`src/hdl/tcc_pkg.sv`:
```
// package: register map, field positions, reset values and carriers for the capture/compare block
package tcc_pkg;

   // ------------------------------------------------------------
   // register word addresses (avalon word index)
   // ------------------------------------------------------------
   localparam logic [3:0] ADDR_CTRL_A = 4'h0;
   localparam logic [3:0] ADDR_CTRL_B = 4'h1;
   localparam logic [3:0] ADDR_CMP_STAT = 4'h2;
   localparam logic [3:0] ADDR_CNT_LO = 4'h3;
   localparam logic [3:0] ADDR_CNT_HI = 4'h4;
   localparam logic [3:0] ADDR_CAP_LO = 4'h5;
   localparam logic [3:0] ADDR_CAP_HI = 4'h6;
   localparam logic [3:0] ADDR_CMPA_LO = 4'h7;
   localparam logic [3:0] ADDR_CMPA_HI = 4'h8;
   localparam logic [3:0] ADDR_CMPB_LO = 4'h9;
   localparam logic [3:0] ADDR_CMPB_HI = 4'ha;
   localparam logic [3:0] ADDR_FLAGS = 4'hb;
   localparam logic [3:0] ADDR_IRQ_EN = 4'hc;
   localparam logic [3:0] ADDR_STATUS = 4'hd;

   // ------------------------------------------------------------
   // field positions
   // ------------------------------------------------------------
   // ctrl_a: [1:0] mode lo, [3:2] cmp_b mode bits, [5:4] cmp_a mode bits
   localparam int CA_WGM_LO = 0;
   localparam int CA_COM_B = 2;
   localparam int CA_COM_A = 4;
   // ctrl_b: [1:0] mode hi, [2] edge select, [3] filter enable, [4] force a, [5] force b
   localparam int CB_WGM_HI = 0;
   localparam int CB_EDGE = 2;
   localparam int CB_FILT = 3;
   localparam int CB_FOC_A = 4;
   localparam int CB_FOC_B = 5;
   // comparator control/status: [0] capture select
   localparam int CS_COMPARATOR_CAPTURE_SELECT = 0;
   // flags / irq enables: [0] capture, [1] compare a, [2] compare b
   localparam int FL_CAP = 0;
   localparam int FL_CMPA = 1;
   localparam int FL_CMPB = 2;

   localparam logic [7:0] RST_BYTE = 8'h00;
   localparam logic [15:0] RST_WORD = 16'h0000;
   localparam logic [15:0] CNT_MAX = 16'hffff;
   localparam logic [1:0] FILT_LEN = 2'h3; // four equal samples: current plus three held
   localparam logic [31:0] BUS_UNMAPPED = 32'h0000_0000;

   // ------------------------------------------------------------
   // carriers
   // ------------------------------------------------------------
   typedef struct packed
   {
      logic [3:0] address;
      logic read;
      logic write;
      logic [31:0] writedata;
   } avm_req_t;

   typedef struct packed
   {
      logic [31:0] readdata;
      logic waitrequest;
   } avm_rsp_t;

endpackage

```
`src/hdl/timer16_capture_compare_units.sv`:
```
// capture and compare units of a 16-bit timer, with avalon-mm register access
`timescale 1ns/1ps
module timer16_capture_compare_units
   import tcc_pkg::*;
(
   // clock and reset
   input wire logic core_clk_i,
   input wire logic sys_rst_i,
   // register bus
   input wire avm_req_t avm_req_i,
   output avm_rsp_t avm_rsp_o,
   // counter unit interface
   input wire logic [15:0] counter_value_i,
   input wire logic timer_tick_i,
   input wire logic count_up_i,
   output logic counter_write_o,
   output logic [15:0] counter_wdata_o,
   // event inputs
   input wire logic capture_input_pin_i,
   input wire logic comparator_output_i,
   // compare outputs and requests
   output logic [1:0] compare_output_bit_o,
   output logic [1:0] compare_match_o,
   output logic irq_capture_o,
   output logic [1:0] irq_compare_o,
   output logic [3:0] waveform_mode_bits_o,
   // interrupt acknowledge from the vector unit
   input wire logic ack_capture_i,
   input wire logic [1:0] ack_compare_i
);

   // ------------------------------------------------------------
   // register bus decode
   // ------------------------------------------------------------
   logic wr_s;
   logic rd_s;
   logic [7:0] wb_s;
   logic [7:0] ctrl_a_q;
   logic [5:0] ctrl_b_q;
   logic comparator_capture_select_q;
   logic [7:0] high_byte_latch_q;
   logic [15:0] capture_value_reg_q;
   logic [2:0] flags_q;
   logic [2:0] irq_en_q;
   logic [15:0] cmp_q [2];
   logic [15:0] cmp_buf_q [2];
   logic [31:0] rdata_q;
   logic rvalid_q;
   logic [3:0] wgm_s;
   logic pwm_s;
   logic icr_top_s;
   logic [1:0] foc_s;

   assign wr_s = avm_req_i.write;
   assign rd_s = avm_req_i.read & ~rvalid_q;
   assign wb_s = avm_req_i.writedata[7:0];
   // writes complete at once, reads after one registered cycle
   assign avm_rsp_o = {rdata_q, avm_req_i.read & ~rvalid_q};

   assign wgm_s = {ctrl_b_q[CB_WGM_HI +: 2], ctrl_a_q[CA_WGM_LO +: 2]};
   assign waveform_mode_bits_o = wgm_s;
   // modes 0, 4 and 12 are non-pwm, 13 reserved; all others pwm
   assign pwm_s = ~(wgm_s == 4'h0 || wgm_s == 4'h4 || wgm_s == 4'hc || wgm_s == 4'hd);
   assign icr_top_s = (wgm_s == 4'h8 || wgm_s == 4'ha || wgm_s == 4'hc || wgm_s == 4'he);

   always_ff @(posedge core_clk_i)
   begin
      if (sys_rst_i)
      begin
         ctrl_a_q <= RST_BYTE;
         ctrl_b_q <= 6'h00;
         comparator_capture_select_q <= 1'b0;
         irq_en_q <= 3'h0;
      end
      else if (wr_s)
      begin
         unique case (avm_req_i.address)
            ADDR_CTRL_A: ctrl_a_q <= wb_s;
            ADDR_CTRL_B: ctrl_b_q <= {2'b00, wb_s[3:0]};
            ADDR_CMP_STAT: comparator_capture_select_q <= wb_s[CS_COMPARATOR_CAPTURE_SELECT];
            ADDR_IRQ_EN: irq_en_q <= wb_s[2:0];
            default: ;
         endcase
      end
   end

   // force strobes act in the write cycle and are never stored
   assign foc_s[0] = wr_s && avm_req_i.address == ADDR_CTRL_B && wb_s[CB_FOC_A] && !pwm_s;
   assign foc_s[1] = wr_s && avm_req_i.address == ADDR_CTRL_B && wb_s[CB_FOC_B] && !pwm_s;

   // counter write: upper byte taken from the shared latch
   assign counter_write_o = wr_s && avm_req_i.address == ADDR_CNT_LO;
   assign counter_wdata_o = {high_byte_latch_q, wb_s};

   // ------------------------------------------------------------
   // shared high byte latch
   // ------------------------------------------------------------
   always_ff @(posedge core_clk_i)
   begin
      if (sys_rst_i)
         high_byte_latch_q <= RST_BYTE;
      else if (wr_s && (avm_req_i.address == ADDR_CNT_HI || avm_req_i.address == ADDR_CAP_HI ||
               avm_req_i.address == ADDR_CMPA_HI || avm_req_i.address == ADDR_CMPB_HI))
         high_byte_latch_q <= wb_s;
      else if (rd_s && avm_req_i.address == ADDR_CAP_LO)
         high_byte_latch_q <= capture_value_reg_q[15:8];
      else if (rd_s && avm_req_i.address == ADDR_CNT_LO)
         high_byte_latch_q <= counter_value_i[15:8];
   end

   // ------------------------------------------------------------
   // capture input: synchroniser, noise filter, edge detector
   // ------------------------------------------------------------
   logic [2:0] sync_q;
   logic src_s;
   logic [2:0] hist_q;
   logic filt_q;
   logic sel_q;
   logic prev_q;
   logic cap_trig_s;
   logic cap_in_s;

   // the pin path already carries the port-driven level, so software capture needs no extra path
   assign src_s = comparator_capture_select_q ? comparator_output_i : capture_input_pin_i;

   always_ff @(posedge core_clk_i)
   begin
      if (sys_rst_i)
         sync_q <= 3'h0;
      else
         sync_q <= {sync_q[1:0], src_s};
   end

   // stage 1 is read only by stage 2; the level counts once stages 2 and 3 agree
   always_ff @(posedge core_clk_i)
   begin
      if (sys_rst_i)
         sel_q <= 1'b0;
      else if (sync_q[1] == sync_q[2])
         sel_q <= sync_q[2];
   end

   always_ff @(posedge core_clk_i)
   begin
      if (sys_rst_i)
      begin
         hist_q <= 3'h0;
         filt_q <= 1'b0;
      end
      else
      begin
         hist_q <= {hist_q[1:0], sel_q};
         if (hist_q == {3{sel_q}})
            filt_q <= sel_q;
      end
   end

   assign cap_in_s = ctrl_b_q[CB_FILT] ? filt_q : sel_q;

   always_ff @(posedge core_clk_i)
   begin
      if (sys_rst_i)
         prev_q <= 1'b0;
      else
         prev_q <= cap_in_s;
   end

   // a source switch changes cap_in_s and may fire here; software clears the flag afterwards
   assign cap_trig_s = !icr_top_s && (ctrl_b_q[CB_EDGE] ? (cap_in_s && !prev_q)
                                                         : (!cap_in_s && prev_q));

   // capture value register: overwritten by every capture
   always_ff @(posedge core_clk_i)
   begin
      if (sys_rst_i)
         capture_value_reg_q <= RST_WORD;
      else if (cap_trig_s)
         capture_value_reg_q <= counter_value_i;
      else if (wr_s && icr_top_s && avm_req_i.address == ADDR_CAP_LO)
         capture_value_reg_q <= {high_byte_latch_q, wb_s};
   end

   // ------------------------------------------------------------
   // compare channels
   // ------------------------------------------------------------
   logic block_q;
   logic [1:0] match_pend_q;
   logic [1:0] obit_q;
   logic at_top_s;
   logic at_bottom_s;
   logic [15:0] top_s;

   always_comb
   begin
      unique case (wgm_s)
         4'h1, 4'h5: top_s = 16'h00ff;
         4'h2, 4'h6: top_s = 16'h01ff;
         4'h3, 4'h7: top_s = 16'h03ff;
         4'h8, 4'ha, 4'hc, 4'he: top_s = capture_value_reg_q;
         4'h4, 4'h9, 4'hb, 4'hf: top_s = cmp_q[0];
         default: top_s = CNT_MAX;
      endcase
   end

   assign at_top_s = counter_value_i == top_s;
   assign at_bottom_s = counter_value_i == RST_WORD;

   // a counter write blocks matches until the next timer clock has passed
   always_ff @(posedge core_clk_i)
   begin
      if (sys_rst_i)
         block_q <= 1'b0;
      else if (counter_write_o)
         block_q <= 1'b1;
      else if (timer_tick_i)
         block_q <= 1'b0;
   end

   genvar ch;
   generate
      for (ch = 0; ch < 2; ch++)
      begin : g_ch
         logic wr_lo_s;
         logic [1:0] com_s;
         logic load_s;
         assign wr_lo_s = wr_s && avm_req_i.address == (ch == 0 ? ADDR_CMPA_LO : ADDR_CMPB_LO);
         assign com_s = ch == 0 ? ctrl_a_q[CA_COM_A +: 2] : ctrl_a_q[CA_COM_B +: 2];
         // fast pwm loads at bottom, dual slope at top
         assign load_s = timer_tick_i && ((wgm_s inside {4'h5, 4'h6, 4'h7, 4'he, 4'hf}) ? at_bottom_s
                                                                                        : at_top_s);
         assign compare_match_o[ch] = (counter_value_i == cmp_q[ch]) && !block_q;

         always_ff @(posedge core_clk_i)
         begin
            if (sys_rst_i)
            begin
               cmp_q[ch] <= RST_WORD;
               cmp_buf_q[ch] <= RST_WORD;
            end
            else
            begin
               if (wr_lo_s && pwm_s)
                  cmp_buf_q[ch] <= {high_byte_latch_q, wb_s};
               if (wr_lo_s && !pwm_s)
                  cmp_q[ch] <= {high_byte_latch_q, wb_s};
               else if (pwm_s && load_s)
                  cmp_q[ch] <= cmp_buf_q[ch];
            end
         end

         // flag is set at the timer clock following the match
         always_ff @(posedge core_clk_i)
         begin
            if (sys_rst_i)
               match_pend_q[ch] <= 1'b0;
            else if (timer_tick_i)
               match_pend_q[ch] <= compare_match_o[ch];
         end

         // output bit: match action in non-pwm modes, reset to zero, kept on mode change
         always_ff @(posedge core_clk_i)
         begin
            if (sys_rst_i)
               obit_q[ch] <= 1'b0;
            else if (foc_s[ch] || (!pwm_s && timer_tick_i && compare_match_o[ch]))
            begin
               unique case (com_s)
                  2'b00: obit_q[ch] <= obit_q[ch];
                  2'b01: obit_q[ch] <= ~obit_q[ch];
                  2'b10: obit_q[ch] <= 1'b0;
                  2'b11: obit_q[ch] <= 1'b1;
               endcase
            end
            else if (pwm_s && timer_tick_i && com_s[1])
            begin
               if (compare_match_o[ch])
                  obit_q[ch] <= (com_s[0] ~^ count_up_i);
               else if (at_bottom_s)
                  obit_q[ch] <= ~com_s[0];
            end
         end
      end
   endgenerate

   assign compare_output_bit_o = obit_q;

   // ------------------------------------------------------------
   // flags: hardware set wins over clear
   // ------------------------------------------------------------
   logic [2:0] set_s;
   logic [2:0] clr_s;
   assign set_s = {timer_tick_i & match_pend_q[1], timer_tick_i & match_pend_q[0], cap_trig_s};
   assign clr_s = {ack_compare_i, ack_capture_i} |
                  ((wr_s && avm_req_i.address == ADDR_FLAGS) ? wb_s[2:0] : 3'h0);

   always_ff @(posedge core_clk_i)
   begin
      if (sys_rst_i)
         flags_q <= 3'h0;
      else
         flags_q <= (flags_q & ~clr_s) | set_s;
   end

   assign irq_capture_o = flags_q[FL_CAP] & irq_en_q[FL_CAP];
   assign irq_compare_o = flags_q[FL_CMPB:FL_CMPA] & irq_en_q[FL_CMPB:FL_CMPA];

   // ------------------------------------------------------------
   // read data
   // ------------------------------------------------------------
   always_ff @(posedge core_clk_i)
   begin
      if (sys_rst_i)
      begin
         rdata_q <= BUS_UNMAPPED;
         rvalid_q <= 1'b0;
      end
      else
      begin
         rvalid_q <= rd_s;
         rdata_q <= BUS_UNMAPPED;
         if (rd_s)
         begin
            unique case (avm_req_i.address)
               ADDR_CTRL_A: rdata_q <= {24'h0, ctrl_a_q};
               ADDR_CTRL_B: rdata_q <= {26'h0, ctrl_b_q};
               ADDR_CMP_STAT: rdata_q <= {31'h0, comparator_capture_select_q};
               ADDR_CNT_LO: rdata_q <= {24'h0, counter_value_i[7:0]};
               ADDR_CNT_HI, ADDR_CAP_HI: rdata_q <= {24'h0, high_byte_latch_q};
               ADDR_CAP_LO: rdata_q <= {24'h0, capture_value_reg_q[7:0]};
               ADDR_CMPA_LO: rdata_q <= {24'h0, pwm_s ? cmp_buf_q[0][7:0] : cmp_q[0][7:0]};
               ADDR_CMPA_HI: rdata_q <= {24'h0, pwm_s ? cmp_buf_q[0][15:8] : cmp_q[0][15:8]};
               ADDR_CMPB_LO: rdata_q <= {24'h0, pwm_s ? cmp_buf_q[1][7:0] : cmp_q[1][7:0]};
               ADDR_CMPB_HI: rdata_q <= {24'h0, pwm_s ? cmp_buf_q[1][15:8] : cmp_q[1][15:8]};
               ADDR_FLAGS: rdata_q <= {29'h0, flags_q};
               ADDR_IRQ_EN: rdata_q <= {29'h0, irq_en_q};
               ADDR_STATUS: rdata_q <= {28'h0, obit_q, filt_q, sel_q};
               default: rdata_q <= BUS_UNMAPPED;
            endcase
         end
      end
   end
endmodule // timer16_capture_compare_units

```
`config.mk`:
```
export PLATFORM = sky130hd
export DESIGN_NAME = timer16_capture_compare_units
export DESIGN_NICKNAME = d
export VERILOG_FILES = /design/src/hdl/tcc_pkg.sv /design/src/hdl/timer16_capture_compare_units.sv
export SDC_FILE = /design/constraint.sdc
export NUM_CORES = 1
export LEC_CHECK = 0
export ABC_CLOCK_PERIOD_IN_PS = 2900
export BUFFER_PORTS_ARGS = -buffer_cell sky130_fd_sc_hd__buf_2
export CORE_MARGIN = 1.5
export CORE_UTILIZATION = 40
export DETAILED_ROUTE_END_ITERATION = 10
export PLACE_DENSITY_LB_ADDON = 0.12
export SETUP_SLACK_MARGIN = 0.5
export SLEW_MARGIN = 10
export SYNTH_ARGS = -nofsm -noshare
export SYNTH_HDL_FRONTEND = slang
export SYNTH_SLANG_ARGS = --single-unit
```
`constraint.sdc`:
```
create_clock -name core_clk_i -period 2.9 [get_ports core_clk_i]
set_input_delay 0.145 -clock core_clk_i [delete_from_list [all_inputs] [get_ports core_clk_i]]
set_output_delay 0.145 -clock core_clk_i [all_outputs]
set_load 0.1 [all_outputs]
```
# Word level (Yosys, flattened, before mapping)
# Memories as Yosys holds them, arrays and structs flattened.
# Index checks and enable logic that the tools add are counted.
[word_totals] regBits=90 mem_bits_rw=64 memories=2
[op_classes] eq_ne=41 muxes=55 bitwise_logic=24 n_reduce_logical=72
[mem_list] name="cmp_buf_q" words=2 width=16 read_ports=2 rd_ports_with_merged_regs=0 wr=2 line="timer16_capture_compare_units.sv:46" rtl="logic [15:0] cmp_buf_q [2];"
[mem_list] name="cmp_q" words=2 width=16 read_ports=2 rd_ports_with_merged_regs=0 wr=2 line="timer16_capture_compare_units.sv:45" rtl="logic [15:0] cmp_q [2];"
[op_table] operator="16-bit two-way mux" n=8
[op_table] operator="8-bit case mux with 13 select lines" n=1
[op_table] operator="16-bit case mux with 5 select lines" n=1
[op_table] operator="4-bit equality test (second input constant)" n=14
[op_table] operator="8-bit two-way mux" n=7
[op_table] operator="16-bit equality test" n=3
[op_table] operator="1-bit two-way mux" n=35
[op_table] operator="4-bit by 3-bit equality test with 1-bit output (second input constant)" n=8
[op_table] operator="1-bit logical AND" n=31
[op_table] operator="4-bit by 2-bit equality test with 1-bit output (second input constant)" n=4
[op_table] operator="16-bit logical NOT" n=1
[op_table] operator="1-bit logical OR" n=11
[op_table] operator="2-bit OR reduction" n=5
[op_table] operator="3-bit nonzero test" n=3
[op_table] operator="2-bit equality test (second input constant)" n=4
[op_table] operator="4-bit by 1-bit equality test with 1-bit output (second input constant)" n=2
[op_table] operator="4-bit logical NOT" n=2
[op_table] operator="2-bit AND reduction" n=4
[op_table] operator="2-bit nonzero test" n=4
[op_table] operator="4-bit OR reduction" n=2
[op_table] operator="1-bit NOT" n=7
[op_table] operator="1-bit OR" n=6
[op_table] operator="3-bit OR" n=2
[op_table] operator="1-bit case mux with 3 select lines" n=2
[op_table] operator="14 further kinds" n=25

# Longest topological paths before layout
[logic_depth] word_depth=12 mapped_depth=11 depth_no_buf=7

# Worst setup path before layout
# No wires, ideal clock.
[synth_timing] kind="register -> register" from="reg ctrl_b_q[0]" to="mem cmp_q[0][0], enable pin" t_arrival_ps=2745 required_time_ps=2524 path_slack_ps=-221 path_stages_with_launch=10 n_path_buf=2 cell_sequence="dfxtp_1 -> nor2b_2 -> buf_6 -> buf_12 -> o22ai_4 -> xnor2_2 -> o2111ai_1 -> or4_4 -> o41ai_4 -> a311o_1"
[synth_lines] item="start, declared" line="timer16_capture_compare_units.sv:39" rtl="logic [5:0] ctrl_b_q;"
[synth_lines] item="start signal, assigned" line="timer16_capture_compare_units.sv:79" rtl="ADDR_CTRL_B: ctrl_b_q <= {2'b00, wb_s[3:0]};"
[synth_lines] item="end, declared" line="timer16_capture_compare_units.sv:45"

==> results.json <==
{
  "post_drt_wl_per_cell_um": 23.5,
  "startpoint_type": "flop",
  "drtAntennaViolNets": 0,
  "drt_iter0_markers": 836,
  "antenna_found_initial": 0,
  "clockBufferDepth": 2,
  "ir_drop_mv": 0.416,
  "gp_congestion": 0.921,
  "fp-row-count": 50,
  "hold_viol": 0,
  "dp_slack_ns": 0.102,
  "cp_slowest_cell": "or4_4",
  "finalSetupViolations": 0,
  "worstHoldStart": "avm_req_i[7]",
  "final_cells": 1188,
  "grt_pass1_vias": 6718,
  "dieWidth_um": 142,
  "synth-seq-area-share": 0.418,
  "synth_compound_area_frac": 0.195,
  "fin_tns_setup_ns": 0,
  "wl_um": 27900,
  "dp_hpwl_um": 20300,
  "synth.mux.area_fraction": 0.0605,
  "io_buffers": 75,
  "synth_xor_xnor_area_share": 0.0473,
  "r2r_start": "ctrl_b_q[0]",
  "whs_ns": 0.0902,
  "layout_common_cells": "buf_2, nor2_1, edfxtp_1",
  "clk_pin_slew_ns": 0.06,
  "drv_slew": 0,
  "grt_pass1_wl_um": 41600,
  "io_pins": 124,
  "dp_cells": 1144,
  "critical_path.max_stage_delay_ns": 0.52,
  "total_power_mw": 4.92,
  "syn_avg_cell_area_um2": 9.25,
  "period_share": 0.953,
  "die_area_mm2": 0.0202,
  "timing.slew.headroom": 0.494,
  "synth_edf_count": 64,
  "drv_cap": 0,
  "p_leak_nw": 3.54,
  "cts_buffers": 17,
  "yosys_register_bits": 130,
  "worstSetupEndpointType": "flop",
  "crit_start": "ctrl_b_q[0]",
  "fin_ws_ns": 0.137,
  "synth_top_family_by_area": "compound AO/OA/AOI/OAI gates",
  "yosys.area_share.simple": 0.191,
  "cts_tree": "built",
  "synth_cells": 838,
  "cts_max_level": 4,
  "synth_area_mm2": 0.00775,
  "vias_per_cell": 5.87,
  "powerDensity_mw_per_mm2": 528,
  "finClkSkew_ns": 0.0142,
  "async_flop_share": 0,
  "core_mm2": 0.0188,
  "final_common_cell": "buf_2",
  "rsz0062_at_grt": "yes",
  "insertion_delay_ns": 0.42,
  "period_needed_ns": 2.76,
  "vias": 6972,
  "placed_area_mm2": 0.00844,
  "grt_max_degree": 59,
  "dr.pass1.iters": 6,
  "ys_warn_count": 0,
  "tightest_slew_ns": 0.756,
  "start_util": 0.412,
  "synthFlopType": "dfxtp_1",
  "final_layout_size_suffix_gt1_frac": 0.236,
  "final_cell_area_mm2": 0.00931,
  "critPathKind": "reg -> reg",
  "synth_adder_area_share": 0,
  "status": "finished clean",
  "overflow": 0,
  "clock-root-buffer": "clkbuf_16",
  "fp.dieH_um": 142,
  "utilization": 0.494,
  "drc": 0,
  "area_growth_pct": 20.1,
  "ys_types": 68,
  "fmax_mhz": 362,
  "fin_nets": 978,
  "holdCritPathClass": "in -> reg",
  "insertedDiodeCount": 0,
  "cp_max_fo": 11,
  "cp_data_arrival_time_ns": 2.89,
  "fill_cells": 1786,
  "cp_data_required_time_ns": 3.03,
  "grt_use_total": 0.281,
  "crit_path_cell_trace": "or3b_4 > o21bai_1 > a221o_2 > o211ai_1 > or4_4 > o41ai_4 > buf_6 > a311o_2 > buf_12",
  "clock-sinks": 130
}
## worst max-delay path: cells and delay by family, from the launching register on
kind                   cells  cell delay (ns)
and+or+nand+nor            2             0.92
AOI/OAI and AO/OA          5             0.86
buffers and inverters      2             0.31
DFF                        1             0.37
## sequential cells by signal, indices dropped and copies added (netlist names), 4 cells and up
name,flops
cmp_buf_q,32
cmp_q,32
capture_value_reg_q,16
ctrl_a_q,8
high_byte_latch_q,8
rdata_q,8
ctrl_b_q,4
## power breakdown
part / internal [mW] / switching (mW)
logic: 0.163 / 0.569
registers: 1.98 / 0.0698
clock network: 1.30 / 0.842
## cells by family (layout without fill, tap and decap cells)
logic type	after synthesis	count (layout)
other	1	24
flip-flops	130	130
XOR/XNOR	41	41
buffers and inverters	123	189
AO/OA/AOI/OAI	204	204
multiplexers	46	46
AND/OR/NAND/NOR	293	294
## cells in the mapped netlist (all sizes together) (3+ instances only)
library cell | n | area (um2)
clkbuf | 55 | 209
or4 | 4 | 33.8
o211ai | 4 | 30.0
nand3b | 4 | 30.0
xor2 | 34 | 298
a21oi | 42 | 210
o2111ai | 5 | 43.8
nand2b | 17 | 106
dfxtp | 66 | 1320
nor3 | 18 | 90.1
nand3 | 34 | 170
nor2b | 15 | 96.3
o221ai | 3 | 26.3
a22oi | 27 | 203
nor2 | 71 | 269
and2 | 38 | 238
a211oi | 20 | 150
edfxtp | 64 | 1920
a22o | 37 | 324
inv | 14 | 52.6
mux2i | 39 | 390
o311ai | 3 | 26.3
xnor2 | 7 | 68.8
buf | 53 | 415
o31ai | 7 | 57.6
nor4b | 3 | 26.3
a31oi | 9 | 56.3
o22ai | 15 | 108
o21ai | 8 | 40.0
a221oi | 9 | 78.8
nand2 | 62 | 233
mux2 | 7 | 78.8
nor4 | 15 | 93.8
## layout make-up
cell class	instances	area (um2)	area share
multi-input combinational	609	4090	0.439
sequential	130	3260	0.350
timing repair buffer	142	990	0.106
clock buffer	23	532	0.0571
tap	260	325	0.0349
clock inverter	9	66.3	0.00712
inverter	15	56.3	0.00605
## final timing paths
| path | end | slack (ns) | cells past startpoint |
|---|---|---|---|
| max | cmp_q[0][12] | 0.14 | 9 |
| max reg2reg | cmp_q[0][12] | 0.14 | 9 |
| min reg2reg | sync_q[1] | 0.45 | 1 |
| min | ctrl_a_q[7] | 0.09 | 3 |
## timing repair
| action | 4_1_cts | 5_1_grt |
|---|---|---|
| resized for setup | 13 | 18 |
| endpoints found under the hold margin | 2 | 0 |
| gates cloned | 1 | 1 |
| pin swaps | 2 | 7 |
| hold buffers | 3 | 0 |
| setup buffers | 3 | 4 |
| setup endpoints to repair | 100 | 68 |
## layer usage
layer / vias to the layer above / global-route usage / wire length [um]
li1: 3174 / - / -
met1: 3375 / 0.390 / 12500
met2: 364 / 0.438 / 12500
met3: 59 / 0.0431 / 2180
met4: 0 / 0.111 / 842
met5: - / 0 / 0
(Power assumes the default switching activity.)
